===== config.mk =====
export PLATFORM = sky130hd
export DESIGN_NAME = uart_api_frame_codec
export DESIGN_NICKNAME = d
export VERILOG_FILES = /design/src/core/codec_pkg.sv /design/src/core/frame_byte_escaper.sv /design/src/core/two_entry_buffer.sv /design/src/core/uart_api_frame_codec.sv
export VERILOG_INCLUDE_DIRS = /design/src /design/src/core
export SDC_FILE = /design/constraint.sdc
export NUM_CORES = 1
export LEC_CHECK = 0
export ABC_AREA = 1
export BUFFER_PORTS_ARGS = -buffer_cell sky130_fd_sc_hd__buf_2
export CAP_MARGIN = 15
export CORE_MARGIN = 4
export CORE_UTILIZATION = 60
export CTS_CLUSTER_DIAMETER = 40
export CTS_CLUSTER_SIZE = 14
export DETAILED_ROUTE_END_ITERATION = 6
export PLACE_DENSITY = 0.8
export SYNTH_ARGS = -nofsm -noshare
export SYNTH_HDL_FRONTEND = slang
export SYNTH_HIERARCHICAL = 1
export SYNTH_SLANG_ARGS = --single-unit

===== constraint.sdc =====
create_clock -name clk -period 5.6 [get_ports clk]
set_input_delay 0.28 -clock clk [delete_from_list [all_inputs] [get_ports clk]]
set_output_delay 0.28 -clock clk [all_outputs]
set_load 0.05 [all_outputs]

===== src/core/codec_defines.svh =====
// Byte values, frame codes and mode codes of the serial API frame codec
// Assumes byte-wide UART receive and transmit logic on the same clock
// What this block does
// - Mode input 1 selects plain framing, 2 selects framing with byte escaping
// - Receiver discards every byte until a 0x7E start delimiter arrives
// - Malformed or bad-checksum frames make the device send an error status frame
// - Escaped mode: send 0x7D then byte XOR 0x20; receiver undoes this
// - Escaped mode escapes exactly 0x7E, 0x7D, 0x11 and 0x13, both directions
// - Whoever sends a frame escapes it; whoever receives it unescapes it
// - Without escaping, 0x11 and 0x13 pass through unchanged
// - Length is two bytes, MSB first, counting frame data without checksum
// - Length and checksum cover unescaped data; escape bytes count for neither
// - Sender checksum is 0xFF minus low 8 bits of frame-data sum
// - Receiver accepts only when frame data plus checksum sums to 0xFF
// - First frame-data byte is the frame type identifier
// - Multi-byte values inside frame data go most significant byte first
`ifndef CODEC_DEFINES_SVH
`define CODEC_DEFINES_SVH

`define MODE_PLAIN        2'h1
`define MODE_ESCAPED      2'h2

`define DELIM             8'h7E
`define ESC               8'h7D
`define XON               8'h11
`define XOFF              8'h13
`define ESC_XOR           8'h20
`define CKSUM_GOOD        8'hFF

`define STATUS_FRAME_TYPE 8'h8A
`define STATUS_LEN        16'h0002
`define ERR_MALFORMED     8'h01
`define ERR_CHECKSUM      8'h02
`define ERR_OVERRUN       8'h03

`endif


===== src/core/codec_pkg.sv =====
// Types and byte classification for the serial API frame codec
// Assumes codec_defines.svh is on the include path
`include "codec_defines.svh"
package codec_pkg;
   typedef enum logic [2:0] {RX_HUNT, RX_LEN_HI, RX_LEN_LO, RX_DATA, RX_CKSUM} rx_state_type;
   typedef enum logic [2:0] {TX_IDLE, TX_DELIM, TX_LEN_HI, TX_LEN_LO, TX_STAT_TYPE, TX_STAT_CODE,
                             TX_DATA, TX_CKSUM} tx_state_type;

   function automatic logic needs_escape(input logic [7:0] b);
      return (b == `DELIM) || (b == `ESC) || (b == `XON) || (b == `XOFF);
   endfunction
endpackage


===== src/core/frame_byte_escaper.sv =====
// Transmit byte escaper: splits a special byte into escape plus flipped byte
// Assumes one clock, synchronous active-high reset, sink with valid and ready
`timescale 1ns/1ns
`include "codec_defines.svh"
module frame_byte_escaper (
   input  wire logic       clk,
   input  wire logic       reset,
   input  wire logic [7:0] in_data,
   input  wire logic       in_escape,
   input  wire logic       in_valid,
   output logic            in_ready,
   output logic      [7:0] out_data,
   output logic            out_valid,
   input  wire logic       out_ready
);
   logic [7:0] out_data_reg;
   logic       out_valid_reg;
   logic       pend_reg;
   logic [7:0] pend_data_reg;

   wire slot_free = !out_valid_reg || out_ready;
   wire split     = in_escape && codec_pkg::needs_escape(in_data);

   assign in_ready  = slot_free && !pend_reg;
   assign out_data  = out_data_reg;
   assign out_valid = out_valid_reg;

   always_ff @(posedge clk) begin
      if (reset) begin
         out_data_reg  <= 8'h00;
         out_valid_reg <= 1'b0;
         pend_reg      <= 1'b0;
         pend_data_reg <= 8'h00;
      end else if (slot_free && pend_reg) begin
         out_data_reg  <= pend_data_reg ^ `ESC_XOR;
         out_valid_reg <= 1'b1;
         pend_reg      <= 1'b0;
      end else if (slot_free && in_valid) begin
         out_data_reg  <= split ? `ESC : in_data;
         out_valid_reg <= 1'b1;
         pend_reg      <= split;
         pend_data_reg <= in_data;
      end else if (slot_free) begin
         out_valid_reg <= 1'b0;
      end
   end
endmodule


===== src/core/two_entry_buffer.sv =====
// Two-entry buffer with valid and ready on both sides
// Assumes one clock and a synchronous active-high reset
`timescale 1ns/1ns
module two_entry_buffer #(
   parameter int WIDTH = 9
) (
   input  wire logic             clk,
   input  wire logic             reset,
   input  wire logic [WIDTH-1:0] in_data,
   input  wire logic             in_valid,
   output logic                  in_ready,
   output logic      [WIDTH-1:0] out_data,
   output logic                  out_valid,
   input  wire logic             out_ready
);
   if (WIDTH < 1) begin : g_bad_width
      $error("two_entry_buffer needs WIDTH of at least 1");
   end

   logic [WIDTH-1:0] mem_reg [2];
   logic [1:0]       valid_reg;

   wire pop  = valid_reg[0] && out_ready;
   wire push = in_valid && !valid_reg[1];

   // Head always sits in entry 0 so the outputs come straight from flops
   assign out_data  = mem_reg[0];
   assign out_valid = valid_reg[0];
   assign in_ready  = !valid_reg[1];

   always_ff @(posedge clk) begin
      if (reset) begin
         valid_reg  <= 2'h0;
         mem_reg[0] <= '0;
         mem_reg[1] <= '0;
      end else if (pop) begin
         mem_reg[0]   <= valid_reg[1] ? mem_reg[1] : in_data;
         valid_reg[0] <= valid_reg[1] || push;
         valid_reg[1] <= 1'b0;
      end else if (push && valid_reg[0]) begin
         mem_reg[1]   <= in_data;
         valid_reg[1] <= 1'b1;
      end else if (push) begin
         mem_reg[0]   <= in_data;
         valid_reg[0] <= 1'b1;
      end
   end
endmodule


===== src/core/uart_api_frame_codec.sv =====
// Serial API frame codec: deframes UART bytes, frames outgoing payloads
// Assumes UART byte logic on the same clock; the receive side cannot stall
`timescale 1ns/1ns
`include "codec_defines.svh"
module uart_api_frame_codec #(
   parameter int MAX_LEN = 65535
) (
   input  wire logic        clk,
   input  wire logic        reset,
   input  wire logic [1:0]  framing_mode_select,
   input  wire logic [7:0]  uart_rx_byte,
   input  wire logic        uart_rx_valid,
   output logic      [7:0]  uart_tx_byte,
   output logic             uart_tx_valid,
   input  wire logic        uart_tx_ready,
   output logic      [7:0]  rx_data,
   output logic             rx_last,
   output logic             rx_valid,
   input  wire logic        rx_ready,
   output logic             frame_good,
   output logic             frame_bad,
   output logic      [7:0]  err_code,
   input  wire logic        tx_start,
   input  wire logic [15:0] tx_len,
   input  wire logic [7:0]  tx_data,
   input  wire logic        tx_valid,
   output logic             tx_ready,
   output logic             tx_busy
);
   if (MAX_LEN < 1 || MAX_LEN > 65535) begin : g_bad_max
      $error("MAX_LEN must lie between 1 and 65535");
   end

   localparam logic [15:0] MAX_LEN_W = 16'(MAX_LEN);

   // Receive side state
   codec_pkg::rx_state_type rx_state_reg, rx_state_next;
   logic [7:0]  rx_len_hi_reg, rx_len_hi_next;
   logic [15:0] rx_cnt_reg, rx_cnt_next;
   logic [7:0]  rx_sum_reg, rx_sum_next;
   logic        rx_esc_pend_reg, rx_esc_pend_next;
   logic        good_reg, good_next;
   logic        bad_reg, bad_next;
   logic [7:0]  err_code_reg, err_code_next;
   logic        err_pend_reg, err_pend_next;

   // Transmit side state
   codec_pkg::tx_state_type tx_state_reg, tx_state_next;
   logic [15:0] tx_len_reg, tx_len_next;
   logic [15:0] tx_cnt_reg, tx_cnt_next;
   logic [7:0]  tx_sum_reg, tx_sum_next;
   logic        tx_status_reg, tx_status_next;
   logic [7:0]  tx_code_reg, tx_code_next;
   logic        tx_ready_reg, tx_ready_next;
   logic        tx_busy_reg;
   logic [7:0]  esc_in_data_reg, esc_in_data_next;
   logic        esc_in_valid_reg, esc_in_valid_next;
   logic        esc_in_esc_reg, esc_in_esc_next;
   logic        load;
   logic [7:0]  load_data;
   logic        stat_taken;

   wire         esc_in_ready;
   wire         buf_in_ready;

   wire esc_mode = framing_mode_select == `MODE_ESCAPED;
   wire raw_delim = uart_rx_byte == `DELIM;
   // In escaped mode a bare delimiter can only start a frame
   wire rx_restart = uart_rx_valid && esc_mode && raw_delim;
   wire rx_esc_byte = uart_rx_valid && esc_mode && !rx_esc_pend_reg && uart_rx_byte == `ESC;
   wire [7:0] rx_d = rx_esc_pend_reg ? uart_rx_byte ^ `ESC_XOR : uart_rx_byte;
   wire rx_plain_byte = uart_rx_valid && !rx_restart && !rx_esc_byte;
   wire [7:0] rx_sum_d = rx_sum_reg + rx_d;
   wire [15:0] rx_len_w = {rx_len_hi_reg, rx_d};
   wire len_bad = rx_len_w == 16'h0000 || rx_len_w > MAX_LEN_W;
   wire buf_in_valid = rx_plain_byte && rx_state_reg == codec_pkg::RX_DATA;
   // A UART cannot be held off, so a full buffer aborts the frame instead
   wire overrun = buf_in_valid && !buf_in_ready;
   wire buf_push = buf_in_valid && buf_in_ready;
   wire rx_last_in = rx_cnt_reg == 16'h0001;

   always_comb begin
      rx_state_next    = rx_state_reg;
      rx_len_hi_next   = rx_len_hi_reg;
      rx_cnt_next      = rx_cnt_reg;
      rx_sum_next      = rx_sum_reg;
      rx_esc_pend_next = rx_esc_pend_reg;
      good_next        = 1'b0;
      bad_next         = 1'b0;
      err_code_next    = err_code_reg;
      if (rx_restart) begin
         if (rx_state_reg != codec_pkg::RX_HUNT) begin
            bad_next      = 1'b1;
            err_code_next = `ERR_MALFORMED;
         end
         rx_state_next    = codec_pkg::RX_LEN_HI;
         rx_esc_pend_next = 1'b0;
      end else if (rx_esc_byte) begin
         rx_esc_pend_next = 1'b1;
      end else if (rx_plain_byte) begin
         rx_esc_pend_next = 1'b0;
         unique case (rx_state_reg)
            codec_pkg::RX_HUNT: begin
               if (raw_delim) begin
                  rx_state_next = codec_pkg::RX_LEN_HI;
               end
            end
            codec_pkg::RX_LEN_HI: begin
               rx_len_hi_next = rx_d;
               rx_state_next  = codec_pkg::RX_LEN_LO;
            end
            codec_pkg::RX_LEN_LO: begin
               if (len_bad) begin
                  bad_next      = 1'b1;
                  err_code_next = `ERR_MALFORMED;
                  rx_state_next = codec_pkg::RX_HUNT;
               end else begin
                  rx_cnt_next   = rx_len_w;
                  rx_sum_next   = 8'h00;
                  rx_state_next = codec_pkg::RX_DATA;
               end
            end
            codec_pkg::RX_DATA: begin
               if (overrun) begin
                  bad_next      = 1'b1;
                  err_code_next = `ERR_OVERRUN;
                  rx_state_next = codec_pkg::RX_HUNT;
               end else begin
                  rx_sum_next = rx_sum_d;
                  rx_cnt_next = rx_cnt_reg - 16'h0001;
                  if (rx_last_in) begin
                     rx_state_next = codec_pkg::RX_CKSUM;
                  end
               end
            end
            codec_pkg::RX_CKSUM: begin
               if (rx_sum_d == `CKSUM_GOOD) begin
                  good_next = 1'b1;
               end else begin
                  bad_next      = 1'b1;
                  err_code_next = `ERR_CHECKSUM;
               end
               rx_state_next = codec_pkg::RX_HUNT;
            end
         endcase
      end
   end

   // Error raised while the last one is being taken still gets reported
   assign err_pend_next = bad_next || (err_pend_reg && !stat_taken);

   wire esc_slot = !esc_in_valid_reg || esc_in_ready;
   wire tx_take = tx_valid && tx_ready_reg;

   always_comb begin
      tx_state_next  = tx_state_reg;
      tx_len_next    = tx_len_reg;
      tx_cnt_next    = tx_cnt_reg;
      tx_sum_next    = tx_sum_reg;
      tx_status_next = tx_status_reg;
      tx_code_next   = tx_code_reg;
      stat_taken     = 1'b0;
      load           = 1'b0;
      load_data      = 8'h00;
      unique case (tx_state_reg)
         codec_pkg::TX_IDLE: begin
            if (err_pend_reg) begin
               stat_taken     = 1'b1;
               tx_status_next = 1'b1;
               tx_code_next   = err_code_reg;
               tx_len_next    = `STATUS_LEN;
               tx_state_next  = codec_pkg::TX_DELIM;
            end else if (tx_start && tx_len != 16'h0000) begin
               tx_status_next = 1'b0;
               tx_len_next    = tx_len;
               tx_cnt_next    = tx_len;
               tx_state_next  = codec_pkg::TX_DELIM;
            end
         end
         codec_pkg::TX_DELIM: begin
            load          = esc_slot;
            load_data     = `DELIM;
            tx_sum_next   = 8'h00;
            tx_state_next = esc_slot ? codec_pkg::TX_LEN_HI : tx_state_reg;
         end
         codec_pkg::TX_LEN_HI: begin
            load          = esc_slot;
            load_data     = tx_len_reg[15:8];
            tx_state_next = esc_slot ? codec_pkg::TX_LEN_LO : tx_state_reg;
         end
         codec_pkg::TX_LEN_LO: begin
            load      = esc_slot;
            load_data = tx_len_reg[7:0];
            if (esc_slot) begin
               tx_state_next = tx_status_reg ? codec_pkg::TX_STAT_TYPE : codec_pkg::TX_DATA;
            end
         end
         codec_pkg::TX_STAT_TYPE: begin
            load          = esc_slot;
            load_data     = `STATUS_FRAME_TYPE;
            tx_sum_next   = esc_slot ? tx_sum_reg + load_data : tx_sum_reg;
            tx_state_next = esc_slot ? codec_pkg::TX_STAT_CODE : tx_state_reg;
         end
         codec_pkg::TX_STAT_CODE: begin
            load          = esc_slot;
            load_data     = tx_code_reg;
            tx_sum_next   = esc_slot ? tx_sum_reg + load_data : tx_sum_reg;
            tx_state_next = esc_slot ? codec_pkg::TX_CKSUM : tx_state_reg;
         end
         codec_pkg::TX_DATA: begin
            load      = tx_take;
            load_data = tx_data;
            if (tx_take) begin
               tx_sum_next = tx_sum_reg + tx_data;
               tx_cnt_next = tx_cnt_reg - 16'h0001;
               if (tx_cnt_reg == 16'h0001) begin
                  tx_state_next = codec_pkg::TX_CKSUM;
               end
            end
         end
         codec_pkg::TX_CKSUM: begin
            load          = esc_slot;
            load_data     = `CKSUM_GOOD - tx_sum_reg;
            tx_state_next = esc_slot ? codec_pkg::TX_IDLE : tx_state_reg;
         end
      endcase
   end

   assign esc_in_valid_next = load || (esc_in_valid_reg && !esc_in_ready);
   assign esc_in_data_next  = load ? load_data : esc_in_data_reg;
   // Delimiter is never escaped; everything after it is in escaped mode
   assign esc_in_esc_next   = load ? (esc_mode && tx_state_reg != codec_pkg::TX_DELIM) : esc_in_esc_reg;
   // Ready only while the escaper input slot is empty, costing a cycle per byte
   assign tx_ready_next = tx_state_next == codec_pkg::TX_DATA && !esc_in_valid_next;

   always_ff @(posedge clk) begin
      if (reset) begin
         rx_state_reg    <= codec_pkg::RX_HUNT;
         rx_len_hi_reg   <= 8'h00;
         rx_cnt_reg      <= 16'h0000;
         rx_sum_reg      <= 8'h00;
         rx_esc_pend_reg <= 1'b0;
         good_reg        <= 1'b0;
         bad_reg         <= 1'b0;
         err_code_reg    <= 8'h00;
         err_pend_reg    <= 1'b0;
      end else begin
         rx_state_reg    <= rx_state_next;
         rx_len_hi_reg   <= rx_len_hi_next;
         rx_cnt_reg      <= rx_cnt_next;
         rx_sum_reg      <= rx_sum_next;
         rx_esc_pend_reg <= rx_esc_pend_next;
         good_reg        <= good_next;
         bad_reg         <= bad_next;
         err_code_reg    <= err_code_next;
         err_pend_reg    <= err_pend_next;
      end
   end

   always_ff @(posedge clk) begin
      if (reset) begin
         tx_state_reg     <= codec_pkg::TX_IDLE;
         tx_len_reg       <= 16'h0000;
         tx_cnt_reg       <= 16'h0000;
         tx_sum_reg       <= 8'h00;
         tx_status_reg    <= 1'b0;
         tx_code_reg      <= 8'h00;
         tx_ready_reg     <= 1'b0;
         tx_busy_reg      <= 1'b0;
         esc_in_data_reg  <= 8'h00;
         esc_in_valid_reg <= 1'b0;
         esc_in_esc_reg   <= 1'b0;
      end else begin
         tx_state_reg     <= tx_state_next;
         tx_len_reg       <= tx_len_next;
         tx_cnt_reg       <= tx_cnt_next;
         tx_sum_reg       <= tx_sum_next;
         tx_status_reg    <= tx_status_next;
         tx_code_reg      <= tx_code_next;
         tx_ready_reg     <= tx_ready_next;
         tx_busy_reg      <= tx_state_next != codec_pkg::TX_IDLE;
         esc_in_data_reg  <= esc_in_data_next;
         esc_in_valid_reg <= esc_in_valid_next;
         esc_in_esc_reg   <= esc_in_esc_next;
      end
   end

   assign frame_good = good_reg;
   assign frame_bad  = bad_reg;
   assign err_code   = err_code_reg;
   assign tx_ready   = tx_ready_reg;
   assign tx_busy    = tx_busy_reg;

   two_entry_buffer #(
      .WIDTH (9)
   ) u_rx_buffer (
      .clk       (clk),
      .reset     (reset),
      .in_data   ({rx_last_in, rx_d}),
      .in_valid  (buf_in_valid),
      .in_ready  (buf_in_ready),
      .out_data  ({rx_last, rx_data}),
      .out_valid (rx_valid),
      .out_ready (rx_ready)
   );

   frame_byte_escaper u_escaper (
      .clk       (clk),
      .reset     (reset),
      .in_data   (esc_in_data_reg),
      .in_escape (esc_in_esc_reg),
      .in_valid  (esc_in_valid_reg),
      .in_ready  (esc_in_ready),
      .out_data  (uart_tx_byte),
      .out_valid (uart_tx_valid),
      .out_ready (uart_tx_ready)
   );
endmodule


### Word-level counts from Yosys, hierarchy flattened

Memory sizes are Yosys's and may differ from the RTL's.
Index checks and enable logic that the tools add are counted.

* flip-flop bits (word level): 131
* RAM bits: 18
* output and inout bits: 31
* memories: 1

* $add $sub $neg: 7
* magnitude comparators: 1
* equal/unequal tests: 40
* multiplexer cells: 88
* bitwise gates (word level): 10
* reductions and logical operators: 72

Memories
* u_rx_buffer.mem_reg: words 2, bits a word 9, read ports 2, clocked after memory_dff 0, wr ports 2, line two_entry_buffer.sv:20 `logic [WIDTH-1:0] mem_reg [2];`

Operators by type and width (count)
* $mux 8: 15
* $mux 16: 6
* $pmux 16 s2: 2
* $pmux 8 s7: 1
* $mux 3: 13
* $mux 1: 37
* $mux 9: 4
* $eq 16x1->1 const B: 2
* $eq 8x7->1 const B: 4
* $pmux 8 s4: 1
* $sub 16x1->16 const B: 2
* $add 8x8->8: 3
* $pmux 3 s8: 1
* $pmux 8 s3: 1
* $logic_and 1x1->1: 21
* $reduce_and 4->1: 5
* $eq 3x3->1 const B: 6
* $ne 2x2->1 const B: 9
* $eq 8x5->1 const B: 2
* $gt 16x16->1 const B: 1
* $logic_not 16->1: 1
* $pmux 8 s2: 1
* $reduce_bool 16->1: 1
* $ne 3x3->1 const B: 5
* 28 further kinds: 74

### Longest topological paths before layout

Gate-level depths: netlist of run 1.

* depth in word-level cells: 14
* mapped depth: 17
* depth with buffers taken out: 16

### Hierarchy

The synthesis of run 1 kept the hierarchy.

By module, submodules not included
* uart_api_frame_codec: times used 1, cells an instance 915, area an instance 6118.4 µm²
* two_entry_buffer: times used 1, cells an instance 114, area an instance 1017.2 µm²
* frame_byte_escaper: times used 1, cells an instance 126, area an instance 865.8 µm²

### Least setup slack after synthesis of run 1

No wires, ideal clock.

* path kind: register -> register
* start point: register tx_state_reg[2]
* end point: register tx_sum_reg[6]
* arrival time: 2454 ps
* required time: 5481 ps
* path slack: 3027 ps
* stages on the path, launching flop included: 17
* path buffers: 2
* cell sequence: dfxtp_1 -> buf_2 -> inv_2 -> nor2_4 -> clkbuf_1 -> o21ai_0 -> ha_1 -> fa_1 -> nand2_1 -> a21boi_0 -> o21ai_0 -> nand2_1 -> a21oi_1 -> xor2_1 -> inv_1 -> nand2_1 -> a21oi_1

* longest elaborated chain between the ends: 3

RTL lines
* start: declaration: line uart_api_frame_codec.sv:48 `codec_pkg::tx_state_type tx_state_reg, tx_state_next;`
* start signal: assignment: line uart_api_frame_codec.sv:262 `tx_state_reg <= codec_pkg::TX_IDLE;`
* start signal: assignment: line uart_api_frame_codec.sv:274 `tx_state_reg <= tx_state_next;`
* $eq 3x3->1 / $eq 3x1->1 (equally long branches): line uart_api_frame_codec.sv:165 `unique case (tx_state_reg)`
* $reduce_bool 4->1 (no line) / $ne 2x2->1 (equally long branches)
* $reduce_and 4->1 (no line)
* end signal: assignment: line uart_api_frame_codec.sv:277 `tx_sum_reg <= tx_sum_next;`
* end: declaration: line uart_api_frame_codec.sv:51 `logic [7:0] tx_sum_reg, tx_sum_next;`

Several ways; a longest one is shown, not always the timed one.
A chain may end at the register's enable or synchronous reset.

### Worst setup path after layout of run 1

Ends and elaborated chain as after synthesis.

==> run summary, run 1 <==
Status - finished clean
Setup TNS - 0 ps
Max-slew headroom - 45.73%
Die area - 15250 sq um
Maxcap violations - 0
Total power - 3.735 mW
Layout area overhead - 11.88%
PD cells - 417.2 nW/um^2
Multiplexer share of the synthesized area - 0.1251%
Yosys reg bits - 137
Die X - 123.5 microns
Final #Nets - 1266
Vias - 7779
Max FFs per register - 18
Fmax - 0.3277 GHz
Sequential fraction of the synthesis area - 36.53%
Class of the most critical setup path - reg2reg
RSZ-0062 raised after global routing - no
Largest net degree at the start of global routing - 48
Most frequent cells in the layout - nand2_1, nor2_1, inv_1
Fin crit period - 3052 ps
Total track usage - 27.24%
Post-CTS setup buffers - 0
Synth cell types - 48
Static leakage - 4.001 nW
Final period util - 54.49%
Ant. Diodes - 0
Routed Antenna Nets - 0
I/O pin cnt - 72
Vias in the first global route - 6872
DRT iter0 DRCs - 725
HPWL Detailed - 14.38 mm
Async SR Flop Fraction - 0%
Synth Instances - 1155
Worst VDD drop - 0.2356 mV
Post-CTS Hold Buffers - 0
Compound-Gate Fraction of Synth Area - 17.69%
DRC viols - 0
Post-DR wirelength/cell - 14.60 microns
TritonCTS clock tree - built
Inst Count DP - 1357
Root Buffer - clkbuf_16
Share of layout cells above drive strength 1 - 14.30%
Simple-Gate Fraction of Synth Area - 30.76%
Synth Warn # - 6
Clock Tree Buf Depth - 2
Worst skew pair latency - 430 ps
GPL Wtd Cong - 0.9448
Num CTS Buffers - 17
Number of vias per cell - 5.600
Startpoint Class - register
Post-synth EDFFs - 18
Arrival time of the worst setup path - 3370 ps
Post-layout utilization of the core - 69.80%
Hold Vio Cnt, Final - 0
Htree depth - 4
Starting density of the core - 62.39%
CP Data Required Time - 5920 ps
Commonest non-fill, non-tap cell in the layout - nand2_1
Slew @ Worst Pin - 808.6 ps
Setup violations, final - 0
Hold Crit Class - in2reg
Total global routing overflow - 0
Resized cells post-CTS - 0
Ys flop type - dfxtp_1
Non-Filler Instances - 1389
DR pass1 iterations - 6
Clock transition at the registers of the reported paths - 60 ps
Synth Cell Area - 8001 sq um
I/O Buffers - 65
XOR/XNOR share of the synthesized area - 1.532%
Initial antenna violation count - 0
Fin Clk Skew - 6.904 ps
First-pass GRT wire length - 32.87 mm
Final wirelength - 20.28 mm
Row count - 41
Die Y - 123.5 microns
Crit Path Max Fanout - 31
Num Clock Sinks - 137
Core ar. - 12820 sq um
Post-Synth Adder-Cell Area - 3.471%
Crit end category - register
Final Max Slew Viols - 0
Mean Syn Cell Area - 6.928 sq um
Largest family of logic cells by synthesized area - simple AND/OR/NAND/NOR gates
[cell usage after synthesis (14+ instances only)]
library cell | number | area [sq um]
nand2_1 | 273 | 1025
nor2_1 | 134 | 503.0
inv_1 | 123 | 461.7
dfxtp_1 | 119 | 2382
a21oi_1 | 114 | 570.6
o21ai_0 | 75 | 375.4
nand3_1 | 45 | 225.2
nand4_1 | 25 | 156.4
ha_1 | 19 | 237.7
edfxtp_1 | 18 | 540.5
inv_2 | 16 | 60.06
o21ai_1 | 16 | 80.08
clkbuf_1 | 15 | 56.30
nor3_1 | 14 | 70.07
[final timing paths]
| check | from | end | slack (ps) | cells after the start |
|---|---|---|---|---|
| min | tx_len[15] | tx_len_reg[15]$_SDFFE_PP0P_ | 120 | 3 |
| min reg2reg | u_escaper/pend_data_reg[4]$_SDFFE_PP0P_ | u_escaper/pend_data_reg[4]$_SDFFE_PP0P_ | 460 | 2 |
| max reg2reg | tx_state_reg[2]$_SDFF_PP0_ | tx_sum_reg[6]$_SDFFE_PP0P_ | 2550 | 13 |
| max | tx_state_reg[2]$_SDFF_PP0_ | tx_sum_reg[6]$_SDFFE_PP0P_ | 2550 | 13 |
[worst max-delay path, cell delays in order, from the launching register on]
cell      delay [ps]
dfxtp_1          440
inv_2            100
nor2_4           480
inv_2            390
nor2_1           220
ha_1             290
a21boi_0         160
o21ai_0          230
nand2_1           80
a21oi_1          190
xor2_1           190
inv_1             60
nand2_1           60
a21oi_1           60
[where the power goes]
group          total (mW)  switching, mW  leakage, nW  internal [mW]
Clock                1.20          0.430        0.303          0.766
Sequential           1.32          0.159         1.16           1.17
Combinational        1.21          0.835         2.54          0.379
[metrics by stage]
stage	hold WS [ps]	setup slack, ps	instance area, sq um
finish	121.9	2548	8952
global route	117.2	2251	8952
CTS	110.1	2602	8952
detailed placement	453.1	2637	8325
global placement	446.0	2727	8325
floorplan	349.1	3027	8020
[per-layer routing]
layer	track usage, %	part of all wire [%]
met2	42.64	46
met5	0	0
met1	37.52	46
met4	9.965	1.9
met3	5.169	6.7
[layout make-up]
class	instances	area (sq um)
Clock buffer	20	456.7
Sequential cell	137	2923
Fill cell	1081	3872
Multi-Input combinational cell	840	4309
Tap cell	172	215.2
Clock inverter	12	170.2
Timing Repair Buffer	68	347.8
Inverter	140	530.5
[cell families (layout without fill, tap and decap cells)]
| family | after synthesis | count (layout) |
|---|---|---|
| fa+ha+maj | 21 | 21 |
| simple gates | 542 | 542 |
| flops | 137 | 137 |
| other cells | 1 | 6 |
| xor+xnor | 14 | 14 |
| mux | 1 | 1 |
| buf+inv | 183 | 240 |
| compound gates | 256 | 256 |
Note: power is estimated with default switching activity, not from simulation.
==> run 2, diff against run 1 <==
==> constraint.sdc (replaced) <==
create_clock -name clk -period 3.1 [get_ports clk]
set_input_delay 0.155 -clock clk [delete_from_list [all_inputs] [get_ports clk]]
set_output_delay 0.155 -clock clk [all_outputs]
set_load 0.05 [all_outputs]
==> run 2 against run 1 <==
Against the previous run:
- clock-buffer cell count is 2 lower
- via count down 1.6%
- core utilization is 0.48 points higher
- register-to-register slack worse by 2000 ps
- setup slack got worse by 2000 ps
- critical path depth rose by 1
- combinational power grew 79%
- critical endpoint unchanged
- largest cell class unchanged
==> run summary, run 2 (synthesized netlist as in run 1, its figures left out) <==
Total power - 6.675 mW (was 3.735 mW)
Inst Count DP - 1362 (was 1357)
Final Instance Area - 9014 sq um (was 8952 sq um)
Clock Tree Buf Depth - 2 (unchanged)
Htree depth - 4 (unchanged)
Row count - 41 (unchanged)
Largest net degree at the start of global routing - 44 (was 48)
Commonest non-fill, non-tap cell in the layout - nand2_1 (unchanged)
First-pass GRT wire length - 32.64 mm (was 32.87 mm)
Layout area overhead - 12.65% (was 11.88%)
Number of vias per cell - 5.477 (was 5.600)
Fin crit period - 2534 ps (was 3052 ps)
Num Clock Sinks - 137 (unchanged)
Static leakage - 4.037 nW (was 4.001 nW)
DRT iter0 DRCs - 675 (was 725)
CP Data Required Time - 3410 ps (was 5920 ps)
Core ar. - 12820 sq um (unchanged)
Root Buffer - clkbuf_16 (unchanged)
Final wirelength - 19.74 mm (was 20.28 mm)
Total global routing overflow - 0 (unchanged)
DRC viols - 0 (unchanged)
Most frequent cells in the layout - nand2_1, nor2_1, inv_1 (unchanged)
Worst skew pair latency - 430 ps (about the same)
I/O Buffers - 65 (unchanged)
Post-CTS setup buffers - 0 (unchanged)
Num CTS Buffers - 17 (unchanged)
Die Y - 123.5 microns (unchanged)
Resized cells post-CTS - 0 (unchanged)
Die area - 15250 sq um (unchanged)
TritonCTS clock tree - built (unchanged)
Final period util - 81.76% (was 54.49%)
Maxcap violations - 0 (unchanged)
Class of the most critical setup path - reg2reg (unchanged)
Starting density of the core - 62.39% (unchanged)
Fmax - 0.3946 GHz (was 0.3277 GHz)
Vias - 7652 (was 7779)
Die X - 123.5 microns (unchanged)
Setup violations, final - 0 (unchanged)
Status - finished clean (unchanged)
I/O pin cnt - 72 (unchanged)
Final Max Slew Viols - 0 (unchanged)
RSZ-0062 raised after global routing - no (unchanged)
Hold Vio Cnt, Final - 0 (unchanged)
PD cells - 740.6 nW/um^2 (was 417.2 nW/um^2)
Max-slew headroom - 21.93% (was 45.73%)
Slew @ Worst Pin - 1170 ps (was 808.6 ps)
Startpoint Class - register (unchanged)
Clock transition at the registers of the reported paths - 60 ps (about the same)
DR pass1 iterations - 5 (was 6)
Max FFs per register - 18 (unchanged)
Initial antenna violation count - 0 (unchanged)
Vias in the first global route - 6981 (was 6872)
Non-Filler Instances - 1397 (was 1389)
Arrival time of the worst setup path - 2850 ps (was 3370 ps)
Crit end category - register (unchanged)
HPWL Detailed - 13.94 mm (was 14.38 mm)
Crit Path Max Fanout - 8 (was 31)
Ant. Diodes - 0 (unchanged)
Share of layout cells above drive strength 1 - 14.69% (was 14.30%)
Worst VDD drop - 0.4603 mV (was 0.2356 mV)
Post-DR wirelength/cell - 14.13 microns (was 14.60 microns)
Setup TNS - 0 ps (unchanged)
Fin Clk Skew - 10.62 ps (was 6.904 ps)
Dpl cell area - 8363 sq um (was 8325 sq um)
GPL Wtd Cong - 0.9023 (was 0.9448)
Routed Antenna Nets - 0 (unchanged)
Final #Nets - 1274 (was 1266)
Total track usage - 27.06% (was 27.24%)
Hold Crit Class - in2reg (unchanged)
WHS - 18.55 ps (was 121.9 ps)
Number of fill cells - 1124 (was 1081)
## run 2: cell types whose count changed in the layout (fill, tap and decap cells not counted), moves of 2 or more
cell / before / now
dlygate4sd3_1: 0 / 3
buf_4: 3 / 8
clkbuf_8: 2 / 0
clkinv_4: 0 / 4
## run 2: worst paths after layout
kind / cells past startpoint / to / startpoint / slack (ps)
max: 14 / tx_sum_reg[6]$_SDFFE_PP0P_ / tx_state_reg[2]$_SDFF_PP0_ / 570
min: 3 / tx_len_reg[9]$_SDFFE_PP0P_ / tx_len[9] / 20
max reg2reg: 14 / tx_sum_reg[6]$_SDFFE_PP0P_ / tx_state_reg[2]$_SDFF_PP0_ / 570
min reg2reg: 2 / tx_cnt_reg[14]$_SDFFE_PP0P_ / tx_cnt_reg[14]$_SDFFE_PP0P_ / 460
## run 2: timing repair
action / 4_1_cts / 5_1_grt
hold buffers: 3 / 0
setup endpoints to repair: 0 / 0
hold endpoints to repair: 3 / 0
## run 2: per-stage QoR
stage	setup WS (ps)	util, %
3_5_place_dp	591.7	65.21
6_report	565.5	70.28
2_1_floorplan	527.0	-
3_3_place_gp	667.8	65.21
4_1_cts	565.3	70.28
5_1_grt	301.3	70.28
## run 2: layout make-up
cell class | instances | area, sq um | share of cell area, %
clock buffers | 18 | 450.4 | 4.997
repair buffers | 76 | 415.4 | 4.609
well taps | 172 | 215.2 | 2.388
inverters | 140 | 530.5 | 5.886
clock inverters | 14 | 170.2 | 1.888
multi-input cells | 840 | 4309 | 47.81
flip-flops and latches | 137 | 2923 | 32.43
## run 2: power by group
group          switching (mW)  leakage, nW  total [mW]  internal [mW]
clock network           0.803        0.302        2.12           1.31
logic                    1.48         2.58        2.17          0.692
registers               0.287         1.16        2.39           2.11
## run 2: worst max-delay path: stages (launching register included)
cell	delay [ps]
dfxtp_1	440
inv_2	100
nor2_4	200
o21ai_0	120
ha_1	210
fa_1	390
nand2_1	90
a21boi_0	100
o21ai_0	220
nand2_1	80
a21oi_1	160
xor2_1	160
inv_1	50
nand2_1	50
a21oi_1	60
## run 2: layer usage
| layer | global-route usage (%) | part of all wire, % |
|---|---|---|
| met1 | 37.92 | 46 |
| met2 | 41.42 | 45 |
| met3 | 4.986 | 6.7 |
| met4 | 10.59 | 1.9 |
| met5 | 0 | 0 |
==> run 3, diff against run 2 <==
--- a/config.mk
+++ b/config.mk
@@ -6,15 +6,15 @@
 export SDC_FILE = /design/constraint.sdc
 export NUM_CORES = 1
 export LEC_CHECK = 0
-export ABC_AREA = 1
+export ABC_AREA = 0
 export BUFFER_PORTS_ARGS = -buffer_cell sky130_fd_sc_hd__buf_2
 export CAP_MARGIN = 15
 export CORE_MARGIN = 4
-export CORE_UTILIZATION = 60
+export CORE_UTILIZATION = 54
 export CTS_CLUSTER_DIAMETER = 40
 export CTS_CLUSTER_SIZE = 14
 export DETAILED_ROUTE_END_ITERATION = 6
-export PLACE_DENSITY = 0.8
+export PLACE_DENSITY = 0.77
 export SYNTH_ARGS = -nofsm -noshare
 export SYNTH_HDL_FRONTEND = slang
 export SYNTH_HIERARCHICAL = 1
==> constraint.sdc (replaced) <==
create_clock -name clk -period 2.3 [get_ports clk]
set_input_delay 0.115 -clock clk [delete_from_list [all_inputs] [get_ports clk]]
set_output_delay 0.115 -clock clk [all_outputs]
set_load 0.05 [all_outputs]
==> run 3 against run 2 <==
Against the previous run:
- the run now ends with setup timing left
- cell count shrank 13%
- critical path depth shrank 4
- sequential cell count is the same
- non-clock buffer count grew 56
- combinational power shrank 13%
- synthesized cell count shrank 19%
- register-to-register slack lost 610 ps
- sequential power grew 19%
- largest cell class unchanged
==> run summary, run 3 <==
Final Max Slew Viols - 0 (unchanged)
Slew @ Worst Pin - 641.4 ps (was 1170 ps)
Total global routing overflow - 0 (unchanged)
Final wirelength - 19.69 mm (was 19.74 mm)
Top-count cell post-synth - nor2_1 (was nand2_1)
R2R depth - 10 (was 14)
Maxcap violations - 0 (unchanged)
Setup ws final - -44.15 ps (was 565.5 ps)
Htree depth - 4 (unchanged)
Routed Antenna Nets - 0 (unchanged)
Synth Cell Area - 7585 sq um (was 8001 sq um)
Class of the most critical setup path - reg2reg (unchanged)
I/O Buffers - 65 (unchanged)
Worst r2r src - tx_state_reg[2]$_SDFF_PP0_ (unchanged)
Pre-CTS setup slack - -63.17 ps (was 591.7 ps)
Die area - 16010 sq um (was 15250 sq um)
Post-synth top area cell - dfxtp_1 (unchanged)
TritonCTS clock tree - built (unchanged)
Vias - 7229 (was 7652)
Status - finished, violations left (was finished clean)
Startpoint Class - register (unchanged)
Layout area overhead - 21.66% (was 12.65%)
Sequential fraction of the synthesis area - 38.54% (was 36.53%)
Hold Vio Cnt, Final - 0 (unchanged)
Setup violations, final - 1 (was 0)
Commonest non-fill, non-tap cell in the layout - nor2_1 (was nand2_1)
Min-delay src - tx_len[5] (was tx_len[9])
I/O pin cnt - 72 (unchanged)
Synth cell count leaders - nor2_1, dfxtp_1, nand2_1, a21oi_1, o21ai_0 (was nand2_1, nor2_1, inv_1, dfxtp_1, a21oi_1)
RSZ-0062 raised after global routing - yes (was no)
DRC viols - 0 (unchanged)
Final Instance Area - 9228 sq um (was 9014 sq um)
DRT iter0 DRCs - 682 (was 675)
Mean Syn Cell Area - 8.138 sq um (was 6.928 sq um)
Initial antenna violation count - 1 (was 0)
Final #Nets - 1088 (was 1274)
Clock Tree Buf Depth - 2 (unchanged)
Failing checks - setup timing
Arrival time of the worst setup path - 2690 ps (was 2850 ps)
Synth Instances - 932 (was 1155)
PD cells - 820.5 nW/um^2 (was 740.6 nW/um^2)
Async SR Flop Fraction - 0% (unchanged)
Synth cell types - 78 (was 48)
WHS - 28.42 ps (was 18.55 ps)
Fmax - 0.4266 GHz (was 0.3946 GHz)
Yosys top cell area share - 31.41% (was 29.77%)
Crit end category - register (unchanged)
Core ar. - 13830 sq um (was 12820 sq um)
DR pass1 iterations - 6 (was 5)
Post-synth EDFFs - 18 (unchanged)
Post-layout utilization of the core - 66.74% (was 70.28%)
Dpl cell area - 8277 sq um (was 8363 sq um)
Hold Crit Class - in2reg (unchanged)
Static leakage - 3.647 nW (was 4.037 nW)
Final period util - 101.9% (was 81.76%)
Crit Path Max Fanout - 10 (was 8)
Number of vias per cell - 5.930 (was 5.477)
Max FFs per register - 18 (unchanged)
Ys flop type - dfxtp_1 (unchanged)
Root Buffer - clkbuf_16 (unchanged)
Fin Clk Skew - 9.360 ps (was 10.62 ps)
First-pass GRT wire length - 32.37 mm (was 32.64 mm)
Yosys reg bits - 137 (unchanged)
Share of layout cells above drive strength 1 - 19.83% (was 14.69%)
Total track usage - 24.48% (was 27.06%)
Worst VDD drop - 0.6412 mV (was 0.4603 mV)
Vias in the first global route - 6612 (was 6981)
CP Data Required Time - 2650 ps (was 3410 ps)
Hold-critical path endpoint - tx_len_reg[5]$_SDFFE_PP0P_ (was tx_len_reg[9]$_SDFFE_PP0P_)
Reg2reg setup slack - -40 ps (was 570 ps)
HPWL Detailed - 13.35 mm (was 13.94 mm)
Number of fill cells - 1123 (was 1124)
Fin crit period - 2344 ps (was 2534 ps)
Ant. Diodes - 0 (unchanged)
Largest net degree at the start of global routing - 55 (was 44)
Post-DR wirelength/cell - 16.15 microns (was 14.13 microns)
Max-slew headroom - 57.24% (was 21.93%)
Hold path cells - 3 (unchanged)
Row count - 43 (was 41)
Most frequent cells in the layout - nor2_1, dfxtp_1, nand2_1 (was nand2_1, nor2_1, inv_1)
Num CTS Buffers - 17 (unchanged)
Num Clock Sinks - 137 (unchanged)
Starting density of the core - 54.85% (was 62.39%)
Die Y - 126.5 microns (was 123.5 microns)
Ranking of synthesized cells by area - dfxtp_1, edfxtp_1, nor2_1 (was dfxtp_1, nand2_1, a21oi_1)
Die X - 126.5 microns (was 123.5 microns)
R2R Path End - tx_sum_reg[7]$_SDFFE_PP0P_ (was tx_sum_reg[6]$_SDFFE_PP0P_)
Clock transition at the registers of the reported paths - 70 ps (was 60 ps)
GPL Wtd Cong - 0.9201 (was 0.9023)
Worst skew pair latency - 420 ps (was 430 ps)
Synth Warn # - 6 (unchanged)
==> run 3: changes by cell type after synthesis, moves of 18 or more <==
cell	change
nand3_1	-29
inv_1	-104
nand4_1	-18
nand2_1	-178
a21oi_1	-25
nor3_1	+19
clkbuf_1	+23
o21ai_0	-28
a22oi_1	+31
mux2i_1	+31
==> run 3: layer usage <==
metal | part of all wire (%) | track usage, % | vias up | routed length, microns
li1 | - | - | 3556 | -
met1 | 45 | 33.77 | 3381 | 8898
met2 | 47 | 38.98 | 256 | 9177
met3 | 6.2 | 4.463 | 34 | 1218
met4 | 1.9 | 8.013 | 2 | 382
met5 | 0.066 | 0 | - | 13
==> run 3: timing repair <==
item,in CTS,in global routing
setup buffers,2,5
pin swaps,2,20
hold buffers,15,0
gates resized for setup,5,29
endpoints found under the setup margin,3,21
endpoints found under the hold margin,16,0
==> run 3: how the worst max path moves through the flow <==
stage	from	to	slack (ps)	cells past startpoint
floorplan	tx_state_reg[0]$_SDFF_PP0_	tx_sum_reg[7]$_SDFFE_PP0P_	-70	11
global placement	rx_sum_reg[0]$_SDFFE_PP0P_	err_code[0]$_SDFFE_PP0P_	2	10
detailed placement	rx_sum_reg[0]$_SDFFE_PP0P_	err_code[0]$_SDFFE_PP0P_	-60	10
CTS	rx_sum_reg[1]$_SDFFE_PP0P_	err_code[1]$_SDFFE_PP0P_	8	8
global route	tx_state_reg[2]$_SDFF_PP0_	tx_sum_reg[7]$_SDFFE_PP0P_	-150	10
finish	tx_state_reg[2]$_SDFF_PP0_	tx_sum_reg[7]$_SDFFE_PP0P_	-40	10
==> run 3: cell families (layout without fill, tap and decap cells) <==
logic type      after synthesis  after routing  synth area share, %
compound gates              251            251                21.05
xor+xnor                     16             16                1.848
fa+ha+maj                    21             21                3.662
buf+inv                      82            184                5.246
flops                       137            137                38.54
mux                          34             34                4.817
other cells                   1              6              0.04944
simple gates                390            390                24.79
==> run 3: critical path, stage by stage (launching register included) <==
cell	delay [ps]
dfxtp_2	320
nor2b_4	130
buf_12	130
and3_1	170
ha_1	280
or4_1	500
o211ai_1	120
xnor2_1	180
a31oi_1	70
a21o_1	200
a21oi_1	160
==> run 3: final cells by class <==
class	instances	area, sq um	area share [%]
multi-input cells	718	4471	48.45
flip-flops and latches	137	2932	31.77
repair buffers	132	905.9	9.817
clock buffers	19	454.2	4.922
well taps	180	225.2	2.441
clock inverters	13	165.2	1.790
inverters	20	75.07	0.8136
==> run 3: power breakdown <==
group | internal, mW | switching (mW)
Clock | 1.78 | 1.07
Combinational | 0.714 | 1.17
Sequential | 2.63 | 0.202
==> run 3: stage by stage <==
stage | TNS, ps | power (mW) | instances
2_1_floorplan | -132.6 | 4.229 | 937
3_3_place_gp | 0 | 4.646 | 1166
3_5_place_dp | -109.3 | 4.674 | 1166
4_1_cts | 0 | 7.558 | 1215
5_1_grt | -591.2 | 7.957 | 1219
6_report | -44.15 | 7.571 | 1219
